$ cat src/mio_cfg.svh
// offsets, field positions and reset values of the muxed port
`ifndef MIO_CFG_SVH
`define MIO_CFG_SVH

// ==================================================================
// register offsets
`define MIO_OFS_PIN_LEVEL     3'h0
`define MIO_OFS_OUTPUT_LATCH  3'h1
`define MIO_OFS_PIN_DIRECTION 3'h2
`define MIO_OFS_CMP_CTRL      3'h3
`define MIO_OFS_ANA_CFG       3'h4
`define MIO_OFS_VREF_CTRL     3'h5
`define MIO_OFS_SEG_GRP_TWO   3'h6
`define MIO_OFS_SEG_GRP_THREE 3'h7

// ==================================================================
// reset values
`define MIO_RST_LATCH     8'h00
`define MIO_RST_DIRECTION 8'hfe
`define MIO_RST_CMP_CTRL  8'h00
`define MIO_RST_ANA_CFG   8'h00
`define MIO_RST_VREF_CTRL 8'h00
`define MIO_RST_SEG       8'h00

// ==================================================================
// field positions and codes
`define MIO_PORT_MASK     8'hfe
`define MIO_CMP_MODE_MSB  2
`define MIO_CMP_MODE_LSB  0
`define MIO_CMP_TWO_RES   7
`define MIO_CMP_ONE_RES   6
`define MIO_CMP_WR_MASK   8'h3f
`define MIO_CMP_MODE_OFF  3'h7
`define MIO_CMP_MODE_OUTS 3'h3
`define MIO_ANA_PCFG_MSB  3
`define MIO_ANA_WR_MASK   8'h3f
`define MIO_ANA_TOP_CHAN  5'he
`define MIO_VREF_OE_BIT   6
`define MIO_SEG2_LOW_BIT  3
`define MIO_SEG3_LOW_BIT  0
`define MIO_VREF_PIN      5
`define MIO_SS_PIN        7
`define MIO_CMP_IN_LO     3
`define MIO_CMP_IN_HI     6

`endif

$ cat src/mio_pkg.sv
// types shared by the muxed port and its users
package mio_pkg;

	// ==================================================================
	// register bus request
	typedef struct packed {
		logic [2:0] addr;
		logic [7:0] wdata;
		logic       wr;
		logic       rd;
	} mio_req_s;

	// ==================================================================
	// pad control, bit 0 unused
	typedef struct packed {
		logic [7:0] drive;
		logic [7:0] oe;
	} mio_pad_s;

	typedef logic [3:0] mio_chan_t;

endpackage : mio_pkg

$ cat src/mio_sync.sv
// two-stage synchroniser for asynchronous pin levels
`timescale 1ns/10ps
module mio_sync #(
	parameter int W = 8
) (
	input  wire logic         clk,
	input  wire logic         rst_n,
	input  wire logic [W-1:0] d,
	output logic      [W-1:0] q
);

	logic [W-1:0] meta_ff;
	logic [W-1:0] nxt_meta;
	logic [W-1:0] q_ff;
	logic [W-1:0] nxt_q;

	// first stage is read only by the second
	always_comb begin
		nxt_meta = d;
		nxt_q    = meta_ff;
	end

	always_ff @(posedge clk or negedge rst_n) begin
		if (!rst_n) begin
			meta_ff <= '0;
			q_ff    <= '0;
		end else begin
			meta_ff <= nxt_meta;
			q_ff    <= nxt_q;
		end
	end

	assign q = q_ff;

endmodule : mio_sync

$ cat src/mio_port.sv
// seven-pin general-purpose port with analog, comparator, reference, select and segment sharing
`timescale 1ns/10ps
`include "mio_cfg.svh"

module mio_port (
	input  wire logic              clk,
	input  wire logic              rst_n,
	input  wire mio_pkg::mio_req_s bus_req,
	output logic [7:0]             rdata,
	input  wire logic [7:0]        pad_in,
	output mio_pkg::mio_pad_s      pad_ctl,
	input  wire logic              cmp_one_result,
	input  wire logic              cmp_two_result,
	output logic [7:0]             analog_sel,
	output logic [2:0]             cmp_mode,
	output logic                   cmp_active,
	output logic                   ref_out_en,
	output logic                   ss_n,
	output logic [7:0]             seg_own
);

	// ==================================================================
	// decode helpers
	function automatic mio_pkg::mio_chan_t chan_of(input int pin);
		mio_pkg::mio_chan_t c;
		c = 4'h0;
		case (pin)
			1:       c = 4'h6;
			2:       c = 4'h7;
			7:       c = 4'h5;
			default: c = 4'(pin + 5);
		endcase
		return c;
	endfunction : chan_of

	// higher config codes turn channels digital from the top down
	function automatic logic chan_analog(input logic [3:0] pcfg,
	                                     input mio_pkg::mio_chan_t ch);
		return {1'b0, pcfg} <= (`MIO_ANA_TOP_CHAN - {1'b0, ch});
	endfunction : chan_analog

	// comparator mode field, read by several decoders
	function automatic logic [2:0] cmp_mode_of(input logic [7:0] ctrl);
		return ctrl[`MIO_CMP_MODE_MSB:`MIO_CMP_MODE_LSB];
	endfunction : cmp_mode_of

	// bit 0 has no pin behind it, so it is dropped on every way in and out
	function automatic logic [7:0] port_bits(input logic [7:0] v);
		return v & `MIO_PORT_MASK;
	endfunction : port_bits

	// in output mode a comparator result wins over the latch
	function automatic logic pick_drive(input logic outs,
	                                    input logic res,
	                                    input logic lat);
		return outs ? res : lat;
	endfunction : pick_drive

	// ==================================================================
	// registers
	logic [7:0] latch_ff;
	logic [7:0] nxt_latch;
	logic [7:0] dir_ff;
	logic [7:0] nxt_dir;
	logic [7:0] cmp_ctrl_ff;
	logic [7:0] nxt_cmp_ctrl;
	logic [7:0] ana_cfg_ff;
	logic [7:0] nxt_ana_cfg;
	logic [7:0] vref_ctrl_ff;
	logic [7:0] nxt_vref_ctrl;
	logic [7:0] seg2_ff;
	logic [7:0] nxt_seg2;
	logic [7:0] seg3_ff;
	logic [7:0] nxt_seg3;
	logic [7:0] rdata_ff;
	logic [7:0] nxt_rdata;

	// ==================================================================
	// pin side state
	logic [7:0] pin_sync;
	logic [7:0] ana_pin;
	logic [7:0] seg_pin;
	logic [7:0] dig_in_en;
	logic [7:0] dig_out_en;
	logic [7:0] drv_val;
	logic [7:0] level_view;
	logic [7:0] drive_ff;
	logic [7:0] nxt_drive;
	logic [7:0] oe_ff;
	logic [7:0] nxt_oe;
	logic [7:0] ana_ff;
	logic [7:0] nxt_ana;
	logic       ss_n_ff;
	logic       nxt_ss_n;
	logic       cmp_on;
	logic       cmp_outs;
	logic       vref_oe;

	// pins are asynchronous, two flops before any use
	mio_sync #(
		.W (8)
	) u_sync (
		.clk   (clk),
		.rst_n (rst_n),
		.d     (pad_in),
		.q     (pin_sync)
	);

	assign cmp_on   = cmp_mode_of(cmp_ctrl_ff) != `MIO_CMP_MODE_OFF;
	assign cmp_outs = cmp_mode_of(cmp_ctrl_ff) == `MIO_CMP_MODE_OUTS;
	assign vref_oe  = vref_ctrl_ff[`MIO_VREF_OE_BIT];

	// segment enables 19..23 sit high in group two, 24..25 low in group three
	assign seg_pin = {seg3_ff[`MIO_SEG3_LOW_BIT+1:`MIO_SEG3_LOW_BIT],
	                  seg2_ff[7:`MIO_SEG2_LOW_BIT], 1'b0};

	// ==================================================================
	// per-pin ownership
	// strongest first: segment, reference output, then direction and latch;
	// the analog selection only ever gates the input side
	assign ana_pin[0]    = 1'b0;
	assign dig_in_en[0]  = 1'b0;
	assign dig_out_en[0] = 1'b0;
	assign drv_val[0]    = 1'b0;

	genvar gi;
	generate
		for (gi = 1; gi < 8; gi++) begin : g_pin
			localparam bit IS_CMP_IN = (gi >= `MIO_CMP_IN_LO) && (gi <= `MIO_CMP_IN_HI);
			localparam bit IS_VREF   = (gi == `MIO_VREF_PIN);
			logic ref_block;
			logic cmp_block;

			assign ana_pin[gi] = chan_analog(ana_cfg_ff[`MIO_ANA_PCFG_MSB:0],
			                                 chan_of(gi));
			assign ref_block   = IS_VREF && vref_oe;
			// comparator inputs hold the pin analog until the comparators are off
			assign cmp_block   = IS_CMP_IN && cmp_on;
			// a segment takes the pin whatever the direction says
			assign dig_in_en[gi]  = !ana_pin[gi] && !cmp_block && !ref_block
			                        && !seg_pin[gi];
			// analog selection leaves the output path alone
			assign dig_out_en[gi] = !dir_ff[gi] && !ref_block && !seg_pin[gi];

			if (gi == 1) begin : g_c2
				assign drv_val[gi] = pick_drive(cmp_outs, cmp_two_result, latch_ff[gi]);
			end else if (gi == 2) begin : g_c1
				assign drv_val[gi] = pick_drive(cmp_outs, cmp_one_result, latch_ff[gi]);
			end else begin : g_lat
				assign drv_val[gi] = latch_ff[gi];
			end
		end
	endgenerate

	// schmitt buffering lives in the pad; here the digital view is gated only
	// level reads lag the pin by the two sync flops and the read register
	assign level_view = pin_sync & dig_in_en;

	// ==================================================================
	// pad drive and side outputs
	always_comb begin
		nxt_drive = drv_val & dig_out_en;
		nxt_oe    = dig_out_en;
		// a segment drive makes the pin useless to the converter as well
		nxt_ana   = ana_pin & ~seg_pin;
		// select sees the pin only as a digital input; idle high otherwise
		nxt_ss_n  = 1'b1;
		if (dir_ff[`MIO_SS_PIN] && !seg_pin[`MIO_SS_PIN] && !ana_pin[`MIO_SS_PIN]) begin
			nxt_ss_n = pin_sync[`MIO_SS_PIN];
		end
	end

	always_ff @(posedge clk or negedge rst_n) begin
		if (!rst_n) begin
			drive_ff <= 8'h00;
			oe_ff    <= 8'h00;
			ana_ff   <= 8'h00;
			ss_n_ff  <= 1'b1;
		end else begin
			drive_ff <= nxt_drive;
			oe_ff    <= nxt_oe;
			ana_ff   <= nxt_ana;
			ss_n_ff  <= nxt_ss_n;
		end
	end

	// pad controls leave from flops so a register write cannot glitch a pin
	assign pad_ctl       = '{drive: drive_ff, oe: oe_ff};
	assign analog_sel    = ana_ff;
	assign ss_n          = ss_n_ff;
	assign seg_own       = seg_pin;
	assign cmp_mode      = cmp_mode_of(cmp_ctrl_ff);
	assign cmp_active    = cmp_on;
	assign ref_out_en    = vref_oe;

	// ==================================================================
	// register writes
	// upper comparator and analog bits have no function and are not stored
	always_comb begin
		nxt_latch     = latch_ff;
		nxt_dir       = dir_ff;
		nxt_cmp_ctrl  = cmp_ctrl_ff;
		nxt_ana_cfg   = ana_cfg_ff;
		nxt_vref_ctrl = vref_ctrl_ff;
		nxt_seg2      = seg2_ff;
		nxt_seg3      = seg3_ff;
		if (bus_req.wr) begin
			case (bus_req.addr)
				`MIO_OFS_PIN_LEVEL: begin
					nxt_latch = port_bits(bus_req.wdata);
				end
				`MIO_OFS_OUTPUT_LATCH: begin
					nxt_latch = port_bits(bus_req.wdata);
				end
				`MIO_OFS_PIN_DIRECTION: begin
					nxt_dir = port_bits(bus_req.wdata);
				end
				`MIO_OFS_CMP_CTRL: begin
					nxt_cmp_ctrl = bus_req.wdata & `MIO_CMP_WR_MASK;
				end
				`MIO_OFS_ANA_CFG: begin
					nxt_ana_cfg = bus_req.wdata & `MIO_ANA_WR_MASK;
				end
				`MIO_OFS_VREF_CTRL: begin
					nxt_vref_ctrl = bus_req.wdata;
				end
				`MIO_OFS_SEG_GRP_TWO: begin
					nxt_seg2 = bus_req.wdata;
				end
				`MIO_OFS_SEG_GRP_THREE: begin
					nxt_seg3 = bus_req.wdata;
				end
				default: begin
					nxt_latch = latch_ff;
				end
			endcase
		end
	end

	// ==================================================================
	// register reads, data in the cycle after the strobe
	always_comb begin
		nxt_rdata = 8'h00;
		if (bus_req.rd) begin
			case (bus_req.addr)
				`MIO_OFS_PIN_LEVEL:     nxt_rdata = port_bits(level_view);
				`MIO_OFS_OUTPUT_LATCH:  nxt_rdata = latch_ff;
				`MIO_OFS_PIN_DIRECTION: nxt_rdata = dir_ff;
				`MIO_OFS_CMP_CTRL: begin
					// result bits are read live; their stored copies stay zero
					nxt_rdata = cmp_ctrl_ff;
					nxt_rdata[`MIO_CMP_TWO_RES] = cmp_two_result;
					nxt_rdata[`MIO_CMP_ONE_RES] = cmp_one_result;
				end
				`MIO_OFS_ANA_CFG:       nxt_rdata = ana_cfg_ff;
				`MIO_OFS_VREF_CTRL:     nxt_rdata = vref_ctrl_ff;
				`MIO_OFS_SEG_GRP_TWO:   nxt_rdata = seg2_ff;
				`MIO_OFS_SEG_GRP_THREE: nxt_rdata = seg3_ff;
				default:                nxt_rdata = 8'h00;
			endcase
		end
	end

	// analog config resets to all-analog, so pins 7..1 read zero after reset
	always_ff @(posedge clk or negedge rst_n) begin
		if (!rst_n) begin
			latch_ff     <= `MIO_RST_LATCH;
			dir_ff       <= `MIO_RST_DIRECTION;
			cmp_ctrl_ff  <= `MIO_RST_CMP_CTRL;
			ana_cfg_ff   <= `MIO_RST_ANA_CFG;
			vref_ctrl_ff <= `MIO_RST_VREF_CTRL;
			seg2_ff      <= `MIO_RST_SEG;
			seg3_ff      <= `MIO_RST_SEG;
			rdata_ff     <= 8'h00;
		end else begin
			latch_ff     <= nxt_latch;
			dir_ff       <= nxt_dir;
			cmp_ctrl_ff  <= nxt_cmp_ctrl;
			ana_cfg_ff   <= nxt_ana_cfg;
			vref_ctrl_ff <= nxt_vref_ctrl;
			seg2_ff      <= nxt_seg2;
			seg3_ff      <= nxt_seg3;
			rdata_ff     <= nxt_rdata;
		end
	end

	assign rdata = rdata_ff;

endmodule : mio_port

$ cat config.mk
export PLATFORM = sky130hd
export DESIGN_NAME = mio_port
export DESIGN_NICKNAME = d
export VERILOG_FILES = /design/src/mio_pkg.sv /design/src/mio_sync.sv /design/src/mio_port.sv
export VERILOG_INCLUDE_DIRS = /design/src
export SDC_FILE = /design/constraint.sdc
export NUM_CORES = 1
export LEC_CHECK = 0
export BUFFER_PORTS_ARGS = -buffer_cell sky130_fd_sc_hd__buf_2
export CORE_MARGIN = 2
export CORE_UTILIZATION = 55
export CTS_CLUSTER_SIZE = 28
export DETAILED_ROUTE_END_ITERATION = 6
export PLACE_DENSITY = 0.88
export SYNTH_ARGS = -nofsm -noshare
export SYNTH_HDL_FRONTEND = slang
export SYNTH_SLANG_ARGS = --single-unit
$ cat constraint.sdc
create_clock -name clk -period 1.5 [get_ports clk]
set_input_delay 0.075 -clock clk [delete_from_list [all_inputs] [get_ports clk]]
set_output_delay 0.075 -clock clk [all_outputs]
set_load 0.05 [all_outputs]
==> impl_metrics.yaml <==
cells_and_area:
  num_antenna_cells: 0
  fillers: 549
  seq_area_mm2: 0.002362
  final_cells: 475
  layout-drive-gt1-share_pct: 46.01
  fin_area_mm2: 0.004708
  fin_nets: 396
  area_delta_synth_final_pct: 18.04
  multi_input_area_mm2: 0.001428
sta:
  fin_crit_ns: 1.393
  finalSetupViolations: 0
  timing.fmax_mhz: 717.7
  hold_viol: 0
  finClkSkew_ns: 0.01124
  layout_worst_path_cycle_share_pct: 92.89
  fin_setup_tns_ns: 0
  maxSlewViolCount: 0
  rsz0062_at_grt: "no"
yosys:
  yosys-top-cells-area: "dfrtp_1 54%, mux2_2 14%, dfstp_2 5.3%, buf_4 3.0%, mux4_2 2.8%"
  syn_avg_cell_area_um2: 13.85
  ys_ff_latch: 94
  ys.flop_type: "dfrtp_1"
  yosys.area.top_type: "dfrtp_1"
  synthDominantCellAreaShare_pct: 53.95
  syn_area_mm2: 0.003989
  ys_types: 47
  netlist_instances: 288
  ys_seq_area_share_pct: 59.22
  yosys_warnings: 0
  synth_edf_count: 0
  synthTopCellsByCount: "86 x dfrtp_1, 50 x mux2_2, 16 x buf_4, 13 x nor2_1"
  yosysMostFrequentCell: "dfrtp_1"
  async_flop_share_pct: 100.0
global_routing:
  grt_usage_pct: 23.85
  grt_overflow: 0
  grt_pass1_vias: 2675
  grt_pass1_wl_mm: 13.68
  antenna_found_initial: 0
  grt_max_degree: 95
critical_path:
  start_kind: "flip-flop"
  required_ns: 1.72
  path_class: "flip-flop to flip-flop"
  cp_max_fo: 9
  timing.rr.start: "ana_cfg_ff[2]"
  critPathArrivalTime_ns: 1.61
  startpoint: "ana_cfg_ff[2]"
  end_kind: "flip-flop"
clocking:
  cts_inserted_buffers: 9
  htree_levels: 3
  cts_tree: "done"
  cts-root-buf: "clkbuf_8"
  cts.sinks: 94
  clk_latency_ns: 0.35
  cts_max_path_buffers: 2
  clk_pin_slew_ns: 0.08
power_and_ir_drop:
  seq_power_share_pct: 48.4
  clock_power_share_pct: 22.6
  power_mw: 6.979
  power_frac_comb_pct: 29.1
  power_density_mw_per_mm2: 1482
  irDropWorstVdd_mv: 0.6406
  intPower_mw: 4.477
  swShare_pct: 35.84
  leakage_nw: 2.208
  power.net_switching_mw: 2.502
place:
  gp_congestion: 0.8847
  post-dp-hpwl_mm: 6.079
  placed_cells: 451
  port_buffers: 65
  placed_cell_area_mm2: 0.004446
floorplanning:
  pin_count: 71
  dieArea_mm2: 0.007950
  core_mm2: 0.007137
  die_w_um: 89.16
  die_h_um: 89.16
  initial_core_util_pct: 55.89
  row_count: 31
routing:
  via_count: 2672
  wl_per_cell_um: 18.88
  wl_mm: 8.967
  first_pass_iters: 4
  ant_nets: 0
  drc: 0
  drtIter0Drc: 230
  via_per_inst: 5.625
status:
  status: "complete, no violations"
hold_path:
  hold_start: "bus_req[9]"
  hp-class: "primary input to flip-flop"
run:
  maxCapViolations: 0
[layout make-up]
class	instances	share of cell area (%)
well taps	99	2.631
inverters	3	0.2392
clock buffers	14	3.029
clock inverters	2	0.7441
flip-flops and latches	94	50.17
multi-input cells	167	30.32
repair buffers	96	12.86
[state kept, by name (all words and copies together), names as in the netlist, 6 cells and up]
name	cells
ana_cfg_ff	6
analog_sel	7
cmp_ctrl_ff	6
dir_ff	7
drive_ff	7
latch_ff	7
oe_ff	7
rdata	8
seg2_ff	8
seg3_ff	8
u_sync.meta_ff	7
u_sync.q	7
vref_ctrl_ff	8
[cell families (layout without fill, tap and decap cells)]
family,after synthesis,count (layout),share of synthesized area [%]
flip-flops,94,94,59.22
multiplexers,66,66,19.70
AND/OR/NAND/NOR,67,67,10.79
AO/OA/AOI/OAI,30,30,4.674
other,1,4,0.09401
buffers and inverters,30,115,5.521
[power groups by stage]
stage               Sequential (mW)  Combinational (mW)  Clock (mW)
finish                         3.37                2.03        1.58
global route                   3.43                2.14        1.71
CTS                            3.36                2.03        1.59
detailed placement             3.41                2.00           0
global placement               3.38                1.96           0
floorplan                      3.87                1.03           0
[worst max-delay path, stage by stage, from the launching register on]
cell and delay (ns):
dfrtp_1 0.50, o31ai_2 0.36, nor3b_1 0.10, o21ai_0 0.22, nor2_1 0.09
[per-layer routing]
metal	wire (um)	track usage (%)	part of all wire [%]	up-vias
met2	4367	38.79	49	119
met1	3614	30.04	40	1348
met5	0	0	0	-
met3	639	5.448	7.1	31
met4	345	12.21	3.8	0
li1	-	-	-	1174
[through the flow]
stage | hold slack [ns] | setup WS (ns) | utilization, %
3_3_place_gp | 0.1546 | 0.1098 | 62.29
6_report | 0.02780 | 0.1066 | 65.97
5_1_grt | 0.01623 | 0.001745 | 65.97
3_5_place_dp | 0.1567 | 0.06538 | 62.29
2_1_floorplan | -0.2206 | 0.09535 | -
4_1_cts | 0.01432 | 0.09576 | 65.90
[what timing repair did]
| item | 4_1_cts | 5_1_grt |
|---|---|---|
| setup buffers | 0 | 0 |
| setup endpoints to repair | 0 | 1 |
| gates resized for setup | 0 | 1 |
| endpoints found under the hold margin | 93 | 0 |
| hold buffers | 8 | 0 |
[layout by cell type, fill, tap and decap left out, types with 2 or more instances in the layout]
cell type      netlist  final
buf_4               16     22
nand3b_1             3      3
nand2b_1             2      2
mux2_2              50     50
dlygate4sd3_1        0      8
nand3_1              3      2
nor4b_1              4      4
a21oi_1              7      7
nor2_1              13     13
conb_1               1      4
dfstp_2              8      8
nor3b_1              3      3
o211ai_1             2      2
clkbuf_1             0      5
a31oi_1              2      2
o21ai_0              9      9
mux4_2               5      5
mux2i_1             11     11
nor2b_1              5      5
o22ai_1              2      2
inv_1                2      2
buf_2                7     64
nand2_1             11     11
buf_12               1      2
and2_1               6      6
dfrtp_1             86     86
clkbuf_8             0      9
nor3_1               4      4
nand4_2              2      2
[worst paths after layout]
kind | endpoint | slack (ns) | cells past startpoint
max in group asynchronous | dir_ff[4] | 0.80 | 3
min in group asynchronous | drive_ff[3] | 0.28 | 3
hold / removal | seg3_ff[7] | 0.03 | 2
setup reg to reg | rdata[1] | 0.11 | 4
setup / recovery | rdata[1] | 0.11 | 4
hold reg to reg | u_sync.q[3] | 0.35 | 0
(Power assumes the default switching activity.)
